File: src/pkg/avsom_regs.svh
// register offsets, field positions, reset values for the av offset meter
`ifndef AVSOM_REGS_SVH
`define AVSOM_REGS_SVH
`define AVSOM_CW          12
`define AVSOM_OFF_CTRL    8'h00
`define AVSOM_OFF_COL_R   8'h04
`define AVSOM_OFF_COL_G   8'h08
`define AVSOM_OFF_COL_B   8'h0c
`define AVSOM_OFF_TOL     8'h10
`define AVSOM_OFF_ATHR    8'h14
`define AVSOM_OFF_MTIME   8'h18
`define AVSOM_OFF_ONTIME  8'h1c
`define AVSOM_OFF_STAT    8'h20
`define AVSOM_OFF_RES     8'h24
`define AVSOM_OFF_ISTAT   8'h28
`define AVSOM_OFF_ICLR    8'h2c
`define AVSOM_OFF_IEN     8'h30
`define AVSOM_CTRL_START  0
`define AVSOM_CTRL_DEP    1
`define AVSOM_DEP_12      2'h0
`define AVSOM_DEP_10      2'h1
`define AVSOM_DEP_8       2'h2
`define AVSOM_ST_BUSY     0
`define AVSOM_ST_DONE     1
`define AVSOM_ST_TMO      2
`define AVSOM_ST_CFG      3
`define AVSOM_ST_VHIT     4
`define AVSOM_ST_AHIT     5
`define AVSOM_IRQ_DONE    0
`define AVSOM_IRQ_TMO     1
`define AVSOM_IRQ_CFG     2
`define AVSOM_IRQ_W       3
`define AVSOM_RST_COL     12'h000
`define AVSOM_RST_TIME    32'h0000_0000
`define AVSOM_RST_WORD    32'h0000_0000
`endif

File: src/pkg/avsom_pkg.sv
// types shared by the av offset meter
`include "avsom_regs.svh"
package avsom_pkg;
  // one-hot measurement states
  typedef enum logic [1:0] {
    AVSOM_IDLE = 2'b01,
    AVSOM_RUN  = 2'b10
  } avsom_state_type;

  // one received pixel, unsigned components
  typedef struct packed {
    logic [`AVSOM_CW-1:0] r;
    logic [`AVSOM_CW-1:0] g;
    logic [`AVSOM_CW-1:0] b;
  } avsom_pix_type;
endpackage

File: src/rtl/avsom_meter.sv
// av offset meter: video and audio triggers, offset timing, wishbone regs
//
// Summary of operation
// - Video trigger only when red, green and blue each lie within the inclusive bounds.
// - Bounds and received components are unsigned 12-bit values.
// - Untransmitted low bits of each component are zero before comparing.
// - With 8 bits per component the low 4 bits of every component are forced to zero.
// - Bounds made by adding or subtracting a tolerance saturate at 0 and 4095.
// - Audio trigger on the first sample whose magnitude exceeds the threshold.
// - The result is the time between video trigger and audio trigger.
// - Video first gives a negative result, audio first a positive one.
// - Inputs are observed only inside a window of programmed length.
// - A start is refused with a config error unless window exceeds on-time.
// - A missing trigger at window end aborts with timeout instead of result.
`include "avsom_regs.svh"
`timescale 1ns/1ps
`default_nettype none
module avsom_meter #(
  parameter int AW = 16
) (
  input  wire logic                  clk_i,
  input  wire logic                  rst_i,
  input  wire logic                  wb_cyc_i,
  input  wire logic                  wb_stb_i,
  input  wire logic                  wb_we_i,
  input  wire logic [7:0]            wb_adr_i,
  input  wire logic [3:0]            wb_sel_i,
  input  wire logic [31:0]           wb_dat_i,
  output logic      [31:0]           wb_dat_o,
  output logic                       wb_ack_o,
  output logic                       irq_o,
  input  wire logic                  link_clk_i,
  input  wire logic                  pix_de_i,
  input  wire avsom_pkg::avsom_pix_type pix_i,
  input  wire logic                  aud_valid_i,
  input  wire logic [AW-1:0]         aud_i
);
  localparam int CW = `AVSOM_CW;
  localparam int IW = 3 + 3 * CW + AW;

  // audio width must fit one bus word beside zero padding
  if (AW < 8 || AW > 24) begin : g_chk
    $error("audio width out of range");
  end

  // ==========================================================
  // helper functions
  function automatic logic [31:0] wmerge(input logic [31:0] o,
                                         input logic [31:0] n,
                                         input logic [3:0]  s);
    for (int i = 0; i < 4; i++) begin
      if (s[i]) begin
        o[8*i +: 8] = n[8*i +: 8];
      end
    end
    return o;
  endfunction

  function automatic logic [CW-1:0] dmask(input logic [1:0] d);
    case (d)
      `AVSOM_DEP_10: dmask = 12'hffc;
      `AVSOM_DEP_8:  dmask = 12'hff0;
      default:       dmask = 12'hfff;
    endcase
  endfunction

  function automatic logic [CW-1:0] sat_add(input logic [CW-1:0] a,
                                            input logic [CW-1:0] t);
    logic [CW:0] s;
    s = {1'b0, a} + {1'b0, t};
    sat_add = s[CW] ? 12'hfff : s[CW-1:0];
  endfunction

  function automatic logic [CW-1:0] sat_sub(input logic [CW-1:0] a,
                                            input logic [CW-1:0] t);
    sat_sub = (a < t) ? 12'h000 : a - t;
  endfunction

  // ==========================================================
  // link input synchroniser and edge finder
  logic [IW-1:0] sy1_ff;
  logic [IW-1:0] sy2_ff;
  logic          lclk_d_ff;
  always_ff @(posedge clk_i) begin
    sy1_ff <= {link_clk_i, pix_de_i, pix_i, aud_valid_i, aud_i};
    sy2_ff <= sy1_ff;
    lclk_d_ff <= sy2_ff[IW-1];
  end

  // data is taken at each rising link edge seen on the synced clock
  wire                       lk_edge = sy2_ff[IW-1] & ~lclk_d_ff;
  wire                       s_de    = sy2_ff[IW-2];
  avsom_pkg::avsom_pix_type  s_pix;
  assign s_pix = sy2_ff[IW-3 -: 3*CW];
  wire                       s_aval  = sy2_ff[AW];
  wire [AW-1:0]              s_aud   = sy2_ff[AW-1:0];

  // ==========================================================
  // registers
  logic [1:0]    dep_ff;
  logic [CW-1:0] col_ff [3];
  logic [CW-1:0] tol_ff;
  logic [AW-1:0] athr_ff;
  logic [31:0]   mtime_ff;
  logic [31:0]   ontime_ff;
  logic [`AVSOM_IRQ_W-1:0] ien_ff;
  logic [`AVSOM_IRQ_W-1:0] ist_ff;
  logic [31:0]   dat_ff;
  logic          ack_ff;
  logic          irq_ff;

  // bus decode
  wire        req = wb_cyc_i & wb_stb_i & ~ack_ff;
  wire        wr  = req & wb_we_i;
  wire        w_ctrl  = wr & (wb_adr_i == `AVSOM_OFF_CTRL);
  wire        w_col_r = wr & (wb_adr_i == `AVSOM_OFF_COL_R);
  wire        w_col_g = wr & (wb_adr_i == `AVSOM_OFF_COL_G);
  wire        w_col_b = wr & (wb_adr_i == `AVSOM_OFF_COL_B);
  wire        w_tol   = wr & (wb_adr_i == `AVSOM_OFF_TOL);
  wire        w_athr  = wr & (wb_adr_i == `AVSOM_OFF_ATHR);
  wire        w_mtime = wr & (wb_adr_i == `AVSOM_OFF_MTIME);
  wire        w_ontm  = wr & (wb_adr_i == `AVSOM_OFF_ONTIME);
  wire        w_iclr  = wr & (wb_adr_i == `AVSOM_OFF_ICLR);
  wire        w_ien   = wr & (wb_adr_i == `AVSOM_OFF_IEN);
  wire [31:0] c_new   = wmerge({29'h0, dep_ff, 1'b0}, wb_dat_i, wb_sel_i);
  wire        start   = w_ctrl & c_new[`AVSOM_CTRL_START];
  wire [2:0]  w_col   = {w_col_b, w_col_g, w_col_r};

  // ==========================================================
  // measurement core state
  avsom_pkg::avsom_state_type st_ff;
  logic [31:0]   ts_ff;
  logic [31:0]   win_ff;
  logic          vhit_ff;
  logic          ahit_ff;
  logic [31:0]   vts_ff;
  logic [31:0]   ats_ff;
  logic [31:0]   res_ff;
  logic          done_ff;
  logic          tmo_ff;
  logic          cfg_ff;

  // colour window per component: mask, bounds, inclusive compare
  wire [CW-1:0] rx_c [3];
  wire [CW-1:0] lo_c [3];
  wire [CW-1:0] hi_c [3];
  wire [2:0]    in_c;
  assign rx_c[0] = s_pix.r;
  assign rx_c[1] = s_pix.g;
  assign rx_c[2] = s_pix.b;
  for (genvar i = 0; i < 3; i++) begin : g_cmp
    wire [CW-1:0] m = rx_c[i] & dmask(dep_ff);
    assign lo_c[i] = sat_sub(col_ff[i], tol_ff);
    assign hi_c[i] = sat_add(col_ff[i], tol_ff);
    // unsigned 12-bit compare, both ends inclusive
    assign in_c[i] = (m >= lo_c[i]) && (m <= hi_c[i]);
  end

  // audio magnitude, so that either polarity of a burst triggers
  wire [AW-1:0] a_mag = s_aud[AW-1] ? (~s_aud + 1'b1) : s_aud;
  wire run   = (st_ff == avsom_pkg::AVSOM_RUN);
  wire v_now = run & lk_edge & s_de & (&in_c) & ~vhit_ff;
  wire a_now = run & lk_edge & s_aval & (a_mag > athr_ff) & ~ahit_ff;
  wire got_v = vhit_ff | v_now;
  wire got_a = ahit_ff | a_now;
  wire both  = got_v & got_a;
  wire w_end = run & (win_ff == mtime_ff - 32'h1);
  wire cfg_ok = mtime_ff > ontime_ff;
  wire [31:0] nxt_vts = v_now ? ts_ff : vts_ff;
  wire [31:0] nxt_ats = a_now ? ts_ff : ats_ff;
  wire ev_done = run & both;
  wire ev_tmo  = w_end & ~both;
  wire ev_cfg  = start & ~cfg_ok;

  // free-running timestamp source
  always_ff @(posedge clk_i) begin
    ts_ff <= rst_i ? 32'h0 : ts_ff + 32'h1;
  end

  // run control; a restart clears hit, done and timeout flags, timestamps and window count, but keeps the result
  always_ff @(posedge clk_i) begin
    if (rst_i) begin
      st_ff <= avsom_pkg::AVSOM_IDLE;
      {vhit_ff, ahit_ff, done_ff, tmo_ff, cfg_ff} <= 5'h0;
      {vts_ff, ats_ff, res_ff, win_ff} <= {4{`AVSOM_RST_TIME}};
    end else if (start) begin
      st_ff <= cfg_ok ? avsom_pkg::AVSOM_RUN : avsom_pkg::AVSOM_IDLE;
      cfg_ff <= ~cfg_ok;
      {vhit_ff, ahit_ff, done_ff, tmo_ff} <= 4'h0;
      {vts_ff, ats_ff, win_ff} <= {3{`AVSOM_RST_TIME}};
    end else begin
      case (st_ff)
        avsom_pkg::AVSOM_RUN: begin
          vhit_ff <= got_v;
          ahit_ff <= got_a;
          vts_ff <= nxt_vts;
          ats_ff <= nxt_ats;
          win_ff <= win_ff + 32'h1;
          if (both) begin
            res_ff <= nxt_vts - nxt_ats;
            done_ff <= 1'b1;
            st_ff <= avsom_pkg::AVSOM_IDLE;
          end else if (w_end) begin
            tmo_ff <= 1'b1;
            st_ff <= avsom_pkg::AVSOM_IDLE;
          end
        end
        default: st_ff <= avsom_pkg::AVSOM_IDLE;
      endcase
    end
  end

  // ==========================================================
  // software registers; merged words are named so they can be sliced
  wire [31:0] tol_m  = wmerge({20'h0, tol_ff}, wb_dat_i, wb_sel_i);
  wire [31:0] athr_m = wmerge({{(32-AW){1'b0}}, athr_ff}, wb_dat_i, wb_sel_i);
  always_ff @(posedge clk_i) begin
    if (rst_i) begin
      dep_ff <= `AVSOM_DEP_12;
      tol_ff <= `AVSOM_RST_COL;
      athr_ff <= AW'(`AVSOM_RST_WORD);
      mtime_ff <= `AVSOM_RST_TIME;
      ontime_ff <= `AVSOM_RST_TIME;
      ien_ff <= '0;
    end else begin
      if (w_ctrl) dep_ff <= c_new[`AVSOM_CTRL_DEP +: 2];
      if (w_tol) tol_ff <= tol_m[CW-1:0];
      if (w_athr) athr_ff <= athr_m[AW-1:0];
      if (w_mtime) mtime_ff <= wmerge(mtime_ff, wb_dat_i, wb_sel_i);
      if (w_ontm) ontime_ff <= wmerge(ontime_ff, wb_dat_i, wb_sel_i);
      if (w_ien) ien_ff <= wb_dat_i[`AVSOM_IRQ_W-1:0];
    end
  end

  // colour reference registers, one word per component
  for (genvar i = 0; i < 3; i++) begin : g_col
    wire [31:0] col_m = wmerge({20'h0, col_ff[i]}, wb_dat_i, wb_sel_i);
    always_ff @(posedge clk_i) begin
      if (rst_i) begin
        col_ff[i] <= `AVSOM_RST_COL;
      end else if (w_col[i]) begin
        col_ff[i] <= col_m[CW-1:0];
      end
    end
  end

  // interrupt flags: a new event wins over a clear in the same cycle
  wire [`AVSOM_IRQ_W-1:0] i_set = {ev_cfg, ev_tmo, ev_done};
  wire [`AVSOM_IRQ_W-1:0] i_clr = w_iclr ? wb_dat_i[`AVSOM_IRQ_W-1:0] : '0;
  wire [`AVSOM_IRQ_W-1:0] nxt_ist = (ist_ff & ~i_clr) | i_set;
  always_ff @(posedge clk_i) begin
    ist_ff <= rst_i ? '0 : nxt_ist;
    irq_ff <= rst_i ? 1'b0 : |(nxt_ist & ien_ff);
  end

  // read mux; unmapped and write-only words read as zero
  wire [31:0] st_w = {26'h0, ahit_ff, vhit_ff, cfg_ff, tmo_ff, done_ff, run};
  wire [31:0] rd =
    (wb_adr_i == `AVSOM_OFF_CTRL)   ? {29'h0, dep_ff, 1'b0} :
    (wb_adr_i == `AVSOM_OFF_COL_R)  ? {20'h0, col_ff[0]} :
    (wb_adr_i == `AVSOM_OFF_COL_G)  ? {20'h0, col_ff[1]} :
    (wb_adr_i == `AVSOM_OFF_COL_B)  ? {20'h0, col_ff[2]} :
    (wb_adr_i == `AVSOM_OFF_TOL)    ? {20'h0, tol_ff} :
    (wb_adr_i == `AVSOM_OFF_ATHR)   ? {{(32-AW){1'b0}}, athr_ff} :
    (wb_adr_i == `AVSOM_OFF_MTIME)  ? mtime_ff :
    (wb_adr_i == `AVSOM_OFF_ONTIME) ? ontime_ff :
    (wb_adr_i == `AVSOM_OFF_STAT)   ? st_w :
    (wb_adr_i == `AVSOM_OFF_RES)    ? res_ff :
    (wb_adr_i == `AVSOM_OFF_ISTAT)  ? {29'h0, ist_ff} :
    (wb_adr_i == `AVSOM_OFF_IEN)    ? {29'h0, ien_ff} : 32'h0;

  // every access acks one cycle after the request appears
  always_ff @(posedge clk_i) begin
    ack_ff <= rst_i ? 1'b0 : req;
    dat_ff <= rst_i ? 32'h0 : (req ? rd : dat_ff);
  end

  assign wb_dat_o = dat_ff;
  assign wb_ack_o = ack_ff;
  assign irq_o    = irq_ff;
endmodule
`default_nettype wire

File: config.mk
export PLATFORM = sky130hd
export DESIGN_NAME = avsom_meter
export DESIGN_NICKNAME = d
export VERILOG_FILES = /design/src/pkg/avsom_pkg.sv /design/src/rtl/avsom_meter.sv
export VERILOG_INCLUDE_DIRS = /design/src /design/src/pkg
export SDC_FILE = /design/constraint.sdc
export NUM_CORES = 1
export LEC_CHECK = 0
export CAP_MARGIN = 20
export CORE_MARGIN = 1
export CORE_UTILIZATION = 66
export CTS_BUF_LIST = sky130_fd_sc_hd__clkbuf_2 sky130_fd_sc_hd__clkbuf_4 sky130_fd_sc_hd__clkbuf_8
export CTS_CLUSTER_DIAMETER = 150
export DETAILED_ROUTE_END_ITERATION = 10
export DONT_BUFFER_PORTS = 1
export PLACE_DENSITY = 0.8
export SLEW_MARGIN = 15
export SYNTH_ARGS = -nofsm -noshare
export SYNTH_HDL_FRONTEND = slang
export SYNTH_SLANG_ARGS = --single-unit
File: constraint.sdc
create_clock -name clk_i -period 9.6 [get_ports clk_i]
set_input_delay 0.96 -clock clk_i [delete_from_list [all_inputs] [get_ports clk_i]]
set_output_delay 0.96 -clock clk_i [all_outputs]
set_load 0.005 [all_outputs]
# After elaboration in Yosys (flattened, before gate mapping)
# Memories as Yosys holds them, arrays and structs flattened.
# Index checks and enable logic that the tools add are counted.
# op_classes
reduce_logical	23
addsub	11
eq_ne	17
magnitude_cmp	11
mux	49
bitwise	47
# ops
operator	count
$mux W32	12
$mux W12	9
$add A32 B1 Y32 const B	2
$eq A8 B6 Y1 const B	5
$add A12 B12 Y13	3
$and A12 B12 Y12	3
$ge A12 B12 Y1	3
$le A12 B12 Y1	3
$lt A12 B12 Y1	3
$sub A12 B12 Y12	3
$eq A32 B32 Y1	1
$eq A8 B5 Y1 const B	4
$gt A32 B32 Y1	1
$sub A32 B1 Y32 const B	1
$sub A32 B32 Y32	1
$reduce_and A2 Y1	14
$and A1 B1 Y1	27
$mux W8	3
$add A16 B1 Y16 const B	1
$eq A8 B4 Y1 const B	2
$gt A16 B16 Y1	1
$mux W16	1
$not A16 Y16	1
$mux W1	12
18 further kinds	42
# word_totals
word_cells	191
in_bits	104
n_memories	1
ff_bits	412
mem_bits_rw	36
output_inout_bits	34
# mem_list
memory	depth	width	rd	rd_clocked_by_memory_dff	wr	line_no	rtl
col_ff	3	12	3	0	3	avsom_meter.sv:101	logic [CW-1:0] col_ff [3];

# Logic depth before layout (Yosys ltp)
# depth
word_depth	15
ltp_mapped	37
ltp_nobuf	34

# Worst setup path after synthesis
# Ideal clock, no wire load.
# synth_path
kind	register -> register
start	register tol_ff[2]
end	register res_ff[24]
n_path_buf	3
path_stages_with_launch	37
arrival_ns	7.071
slack_ns	2.396
synth_period_minus_slack_ns	7.204
t_required_ns	9.468
setup_time_ns	0.132
path_cell_list	dfxtp_1 > inv_1 > ha_1 > nand2b_1 > a21oi_1 > o21bai_1 > a21oi_1 > o21ai_0 > a21o_1 > a21oi_1 > o31ai_1 > a21oi_1 > clkbuf_1 > nor2_1 > ha_1 > o21a_1 > o211ai_2 > a31oi_1 > a2111o_1 > a2111oi_2 > nand3b_1 > buf_6 > clkbuf_1 > mux2i_1 > ha_1 > inv_1 > fa_1 > a21o_1 > a21o_1 > a2111o_1 > and3b_1 > o21ai_0 > a21boi_0 > o21a_1 > or3_1 > nand3_1 > a21oi_1
# synth_between
elab_chain_len	10
word_cells_on_any_way	32
classes_between	7 x add/sub; 9 x order compare; 7 x mux; 4 x bitwise; 5 x reduce/logical
# synth_rtl
element	line_no	rtl
start, declared	avsom_meter.sv:102	logic [CW-1:0] tol_ff;
start signal, assigned	avsom_meter.sv:220	tol_ff <= `AVSOM_RST_COL;
start signal, assigned	avsom_meter.sv:227	if (w_tol) tol_ff <= tol_m[CW-1:0];
$sub A12 B12 Y12 (tied with other cells)	avsom_meter.sv:76	sat_sub = (a < t) ? 12'h000 : a - t;
$mux W12, on equally long branches	avsom_meter.sv:76, avsom_meter.sv:71	
$ge A12 B12 Y1 / $le A12 B12 Y1 (equally long branches)	avsom_meter.sv:156	assign in_c[i] = (m >= lo_c[i]) && (m <= hi_c[i]);
$logic_and A1 B1 Y1	avsom_meter.sv:156	
$reduce_and A3 Y1 *	avsom_meter.sv:162	wire v_now = run & lk_edge & s_de & (&in_c) & ~vhit_ff;
$and A1 B1 Y1 * (2 in series)	avsom_meter.sv:162	
branches (longest 3 deep; another with $sub A32 B32 Y32)	n/a	
end signal, assigned	avsom_meter.sv:185	{vts_ff, ats_ff, res_ff, win_ff} <= {4{`AVSOM_RST_TIME}};
end signal, assigned	avsom_meter.sv:200	res_ff <= nxt_vts - nxt_ats;
end, declared	avsom_meter.sv:138	logic [31:0] res_ff;
# Mark *: on every way between the ends.
# A chain may end at the register's enable or synchronous reset.

# Final worst setup path
# layout_path
start	register tol_ff[2]
end	register res_ff[31]
# layout_between
word_cells_on_any_way	32
classes_between	7 x add/sub; 9 x order compare; 7 x mux; 4 x bitwise; 5 x reduce/logical
# layout_rtl
element	line_no	rtl
$sub A12 B12 Y12 (tied with other cells)	avsom_meter.sv:76	
$mux W12, on equally long branches	avsom_meter.sv:76, avsom_meter.sv:71	
$ge A12 B12 Y1 / $le A12 B12 Y1 (equally long branches)	avsom_meter.sv:156	
$logic_and A1 B1 Y1	avsom_meter.sv:156	
$reduce_and A3 Y1 *	avsom_meter.sv:162	
$and A1 B1 Y1 * (2 in series)	avsom_meter.sv:162	
$mux W32 *	avsom_meter.sv:169	wire [31:0] nxt_vts = v_now ? ts_ff : vts_ff;
net nxt_vts[10]	avsom_meter.sv:169	
$sub A32 B32 Y32 *	avsom_meter.sv:200	
# The timed path passes the listed nets; every way through them passes the cells marked *.

==> flow_results.xml <==
<?xml version="1.0" encoding="UTF-8"?>
<metrics>
  <group name="run_status">
    <metric name="outcome" unit="">complete, no violations</metric>
  </group>
  <group name="placement">
    <metric name="port-buffer-count" unit="">0</metric>
    <metric name="dpl.hpwl" unit="um">50900</metric>
    <metric name="place_congestion" unit="">0.985</metric>
    <metric name="placed_cells" unit="">3206</metric>
    <metric name="dpl_worst_slack" unit="ps">943</metric>
  </group>
  <group name="timing">
    <metric name="fin_max_slew_vios" unit="">0</metric>
    <metric name="max_slew.worst_pin.slew" unit="ps">1140</metric>
    <metric name="rsz0062_at_grt" unit="">no</metric>
    <metric name="slew_headroom" unit="%">23.7</metric>
    <metric name="finalHoldViolations" unit="">0</metric>
    <metric name="finalSetupViolations" unit="">0</metric>
    <metric name="final.period_utilization" unit="%">93.2</metric>
    <metric name="timing.fmax" unit="MHz">112</metric>
    <metric name="post-route-worst-setup-slack" unit="ps">656</metric>
    <metric name="final_period_minus_worst_setup_slack" unit="ps">8940</metric>
    <metric name="clock-skew-final" unit="ps">27.1</metric>
    <metric name="setup_tns" unit="ps">0</metric>
  </group>
  <group name="setup_path">
    <metric name="crit_slowest_cell" unit="">sky130_fd_sc_hd__a21oi_1</metric>
    <metric name="largest_stage_delay_worst_path" unit="ps">870</metric>
    <metric name="worstPathArrival" unit="ps">9500</metric>
    <metric name="critPathMostFrequentCell" unit="">sky130_fd_sc_hd__a21oi_1</metric>
    <metric name="startpoint_type" unit="">flip-flop</metric>
    <metric name="worst-endpoint-required" unit="ps">10160</metric>
    <metric name="critPathMaxFanout" unit="">37</metric>
    <metric name="critical_path.endpoint_type" unit="">flip-flop</metric>
    <metric name="crit_type" unit="">reg2reg</metric>
  </group>
  <group name="clock_tree">
    <metric name="cts.repair.resized" unit="">0</metric>
    <metric name="clk_root_buf" unit="">sky130_fd_sc_hd__clkbuf_8</metric>
    <metric name="cts.reportedPaths.clkPinSlew" unit="ps">70</metric>
    <metric name="post_cts_hold_buffer_count" unit="">0</metric>
    <metric name="post_cts.repair.setup_buffers" unit="">0</metric>
    <metric name="tritoncts_clock_tree" unit="">built</metric>
    <metric name="cts_max_path_buffers" unit="">3</metric>
    <metric name="cts_buffers" unit="">74</metric>
    <metric name="cts_max_level" unit="">3</metric>
    <metric name="worstSkewPairLatency" unit="ps">670</metric>
    <metric name="cts_sinks" unit="">448</metric>
  </group>
  <group name="synthesis">
    <metric name="yosysSeqAreaShare" unit="%">37.7</metric>
    <metric name="synth-edff-count" unit="">36</metric>
    <metric name="synth_area_leaders" unit="">sky130_fd_sc_hd__dfxtp_1, sky130_fd_sc_hd__ha_1, sky130_fd_sc_hd__a21oi_1</metric>
    <metric name="synth-async-reset-ratio" unit="%">0</metric>
    <metric name="synth-warning-count" unit="">0</metric>
    <metric name="syn-instance-count" unit="">2827</metric>
    <metric name="synth.distinct_cells" unit="">84</metric>
    <metric name="yosysTopAreaCellShare" unit="%">33.4</metric>
    <metric name="synth-seq-cells" unit="">448</metric>
    <metric name="synth_most_common_cell" unit="">sky130_fd_sc_hd__dfxtp_1</metric>
    <metric name="net_count_after_synthesis" unit="">3166</metric>
    <metric name="synth_top_area_cell" unit="">sky130_fd_sc_hd__dfxtp_1</metric>
    <metric name="yosys_most_used_dff" unit="">sky130_fd_sc_hd__dfxtp_1</metric>
    <metric name="synth_area" unit="um2">24700</metric>
    <metric name="post_synth_most_frequent_cells" unit="">sky130_fd_sc_hd__dfxtp_1, sky130_fd_sc_hd__nor2_1, sky130_fd_sc_hd__nand2_1</metric>
    <metric name="synthesis.area_per_instance" unit="um2">8.74</metric>
  </group>
  <group name="global_routing">
    <metric name="global_route.overflow_total" unit="">0</metric>
    <metric name="global_route_wire_length_before_repair" unit="um">108000</metric>
    <metric name="grt_max_degree" unit="">215</metric>
    <metric name="number_of_antenna_violations_at_the_first_check_in_global_routing" unit="">0</metric>
    <metric name="grt_util_all_layers" unit="%">35.7</metric>
    <metric name="grt_pass1_vias" unit="">20600</metric>
  </group>
  <group name="detailed_routing">
    <metric name="drt_iter0_drc" unit="">1629</metric>
    <metric name="route.detailed.wl_per_inst" unit="um">20.6</metric>
    <metric name="drt_pass_1_iters" unit="">9</metric>
    <metric name="wirelength" unit="um">68600</metric>
    <metric name="ant_nets" unit="">0</metric>
    <metric name="drc_errors" unit="">0</metric>
    <metric name="vias_per_cell" unit="">6.26</metric>
    <metric name="via_count" unit="">20900</metric>
  </group>
  <group name="floorplanning">
    <metric name="std_cell_rows" unit="">70</metric>
    <metric name="start_util" unit="%">67.3</metric>
    <metric name="die_h" unit="um">196</metric>
    <metric name="die-area" unit="um2">38200</metric>
    <metric name="design.portCount" unit="">138</metric>
    <metric name="fp.dieW" unit="um">196</metric>
    <metric name="placeableCoreArea" unit="um2">36700</metric>
  </group>
  <group name="power_and_ir_drop">
    <metric name="power.ir.vdd_worst" unit="uV">118</metric>
    <metric name="p_leak" unit="nW">10.8</metric>
    <metric name="p_per_area" unit="nW/um2">150</metric>
  </group>
  <group name="worst_hold_path">
    <metric name="hold_class" unit="">in2reg</metric>
  </group>
  <group name="run">
    <metric name="maxCapViolations" unit="">0</metric>
  </group>
  <group name="cells_and_area">
    <metric name="areaGrowthSynthToFinish" unit="%">7.82</metric>
    <metric name="diodes" unit="">0</metric>
    <metric name="filler_free_cell_count_of_the_finished_design" unit="">3333</metric>
    <metric name="layout-drive-gt1-share" unit="%">7.54</metric>
    <metric name="final_core_utilization" unit="%">72.6</metric>
    <metric name="total_number_of_nets_in_the_final_design" unit="">3154</metric>
  </group>
</metrics>
layer usage:
layer	GRT usage [%]	share of wire [%]	routed length, um	vias up
li1	-	-	-	9920
met5	0	0	0	-
met4	21.1	6.0	4130	0
met3	8.72	8.5	5820	227
met2	60.0	47	32100	879
met1	41.4	39	26600	9842
worst paths after layout:
| check | startpoint | end | slack [ps] | depth (start not counted) |
|---|---|---|---|---|
| max reg2reg | tol_ff[2]$_SDFFE_PP0P_ | res_ff[31]$_SDFFE_PP0P_ | 660 | 32 |
| min | aud_i[3] | sy1_ff[3]$_DFF_P_ | 310 | 0 |
| max | tol_ff[2]$_SDFFE_PP0P_ | res_ff[31]$_SDFFE_PP0P_ | 660 | 32 |
| min reg2reg | sy1_ff[50]$_DFF_P_ | sy2_ff[50]$_DFF_P_ | 320 | 0 |
state kept, by name, summed over array words and instances, names as in the netlist, 2 cells and up:
signal / flops
win_ff: 32
ien_ff: 3
res_ff: 32
ats_ff: 32
mtime_ff: 32
col_ff: 36
tol_ff: 12
dep_ff: 2
athr_ff: 16
sy1_ff: 55
st_ff: 2
ts_ff: 32
ontime_ff: 32
ist_ff: 3
vts_ff: 32
wb_dat_o: 32
sy2_ff: 55
final cells by class:
type / count / area (um2)
Clock buffer: 104 / 1340
Clock inverter: 22 / 278
Fill cell: 2761 / 10100
Inverter: 147 / 552
Multi-Input combinational cell: 2128 / 14400
Sequential cell: 448 / 9330
Tap cell: 468 / 586
Timing Repair Buffer: 16 / 140
through the flow:
step / area (um2) / hold WS [ps] / power [W]
after floorplan: 24700 / 310 / 0.00214
after global placement: 25000 / 310 / 0.00218
after detailed placement: 25000 / 312 / 0.00219
after CTS: 26600 / 299 / 0.00401
after global routing: 26600 / 289 / 0.00412
final: 26600 / 311 / 0.00399
logic make-up (layout without fill, tap and decap cells):
logic type,count (synthesis),after routing,synth area share (%)
fa+ha+maj,235,235,12.1
mux,119,119,4.99
xor+xnor,148,148,5.25
compound gates,606,606,15.6
flops,448,448,37.7
buf+inv,251,289,4.04
simple gates,1020,1020,20.2
critical path, delay by kind of cell, from the launching register on:
family | cells | cell delay (ps)
AO/OA/AOI/OAI | 21 | 5400
adder cells (fa/ha/maj) | 3 | 1110
AND/OR/NAND/NOR | 4 | 860
flip-flops | 1 | 460
buffers and inverters | 2 | 440
multiplexers | 1 | 340
XOR/XNOR | 1 | 200
power breakdown:
part           total [W]  switching [W]  internal [W]
combinational   0.000212       0.000123     0.0000884
clock            0.00183       0.000790       0.00104
sequential       0.00194      0.0000261       0.00192
placed cells by master, fill, tap and decap left out, types with 66 or more instances in the layout:
cell	count
sky130_fd_sc_hd__dfxtp_1	412
sky130_fd_sc_hd__nor2_1	291
sky130_fd_sc_hd__nand2_1	262
sky130_fd_sc_hd__a21oi_1	248
sky130_fd_sc_hd__ha_1	228
sky130_fd_sc_hd__inv_1	147
sky130_fd_sc_hd__nand3_1	100
sky130_fd_sc_hd__clkbuf_8	89
sky130_fd_sc_hd__mux2i_1	88
sky130_fd_sc_hd__o21ai_0	85
sky130_fd_sc_hd__xnor2_1	84
sky130_fd_sc_hd__nor2b_1	66
Power figures use the tool's default switching activity.
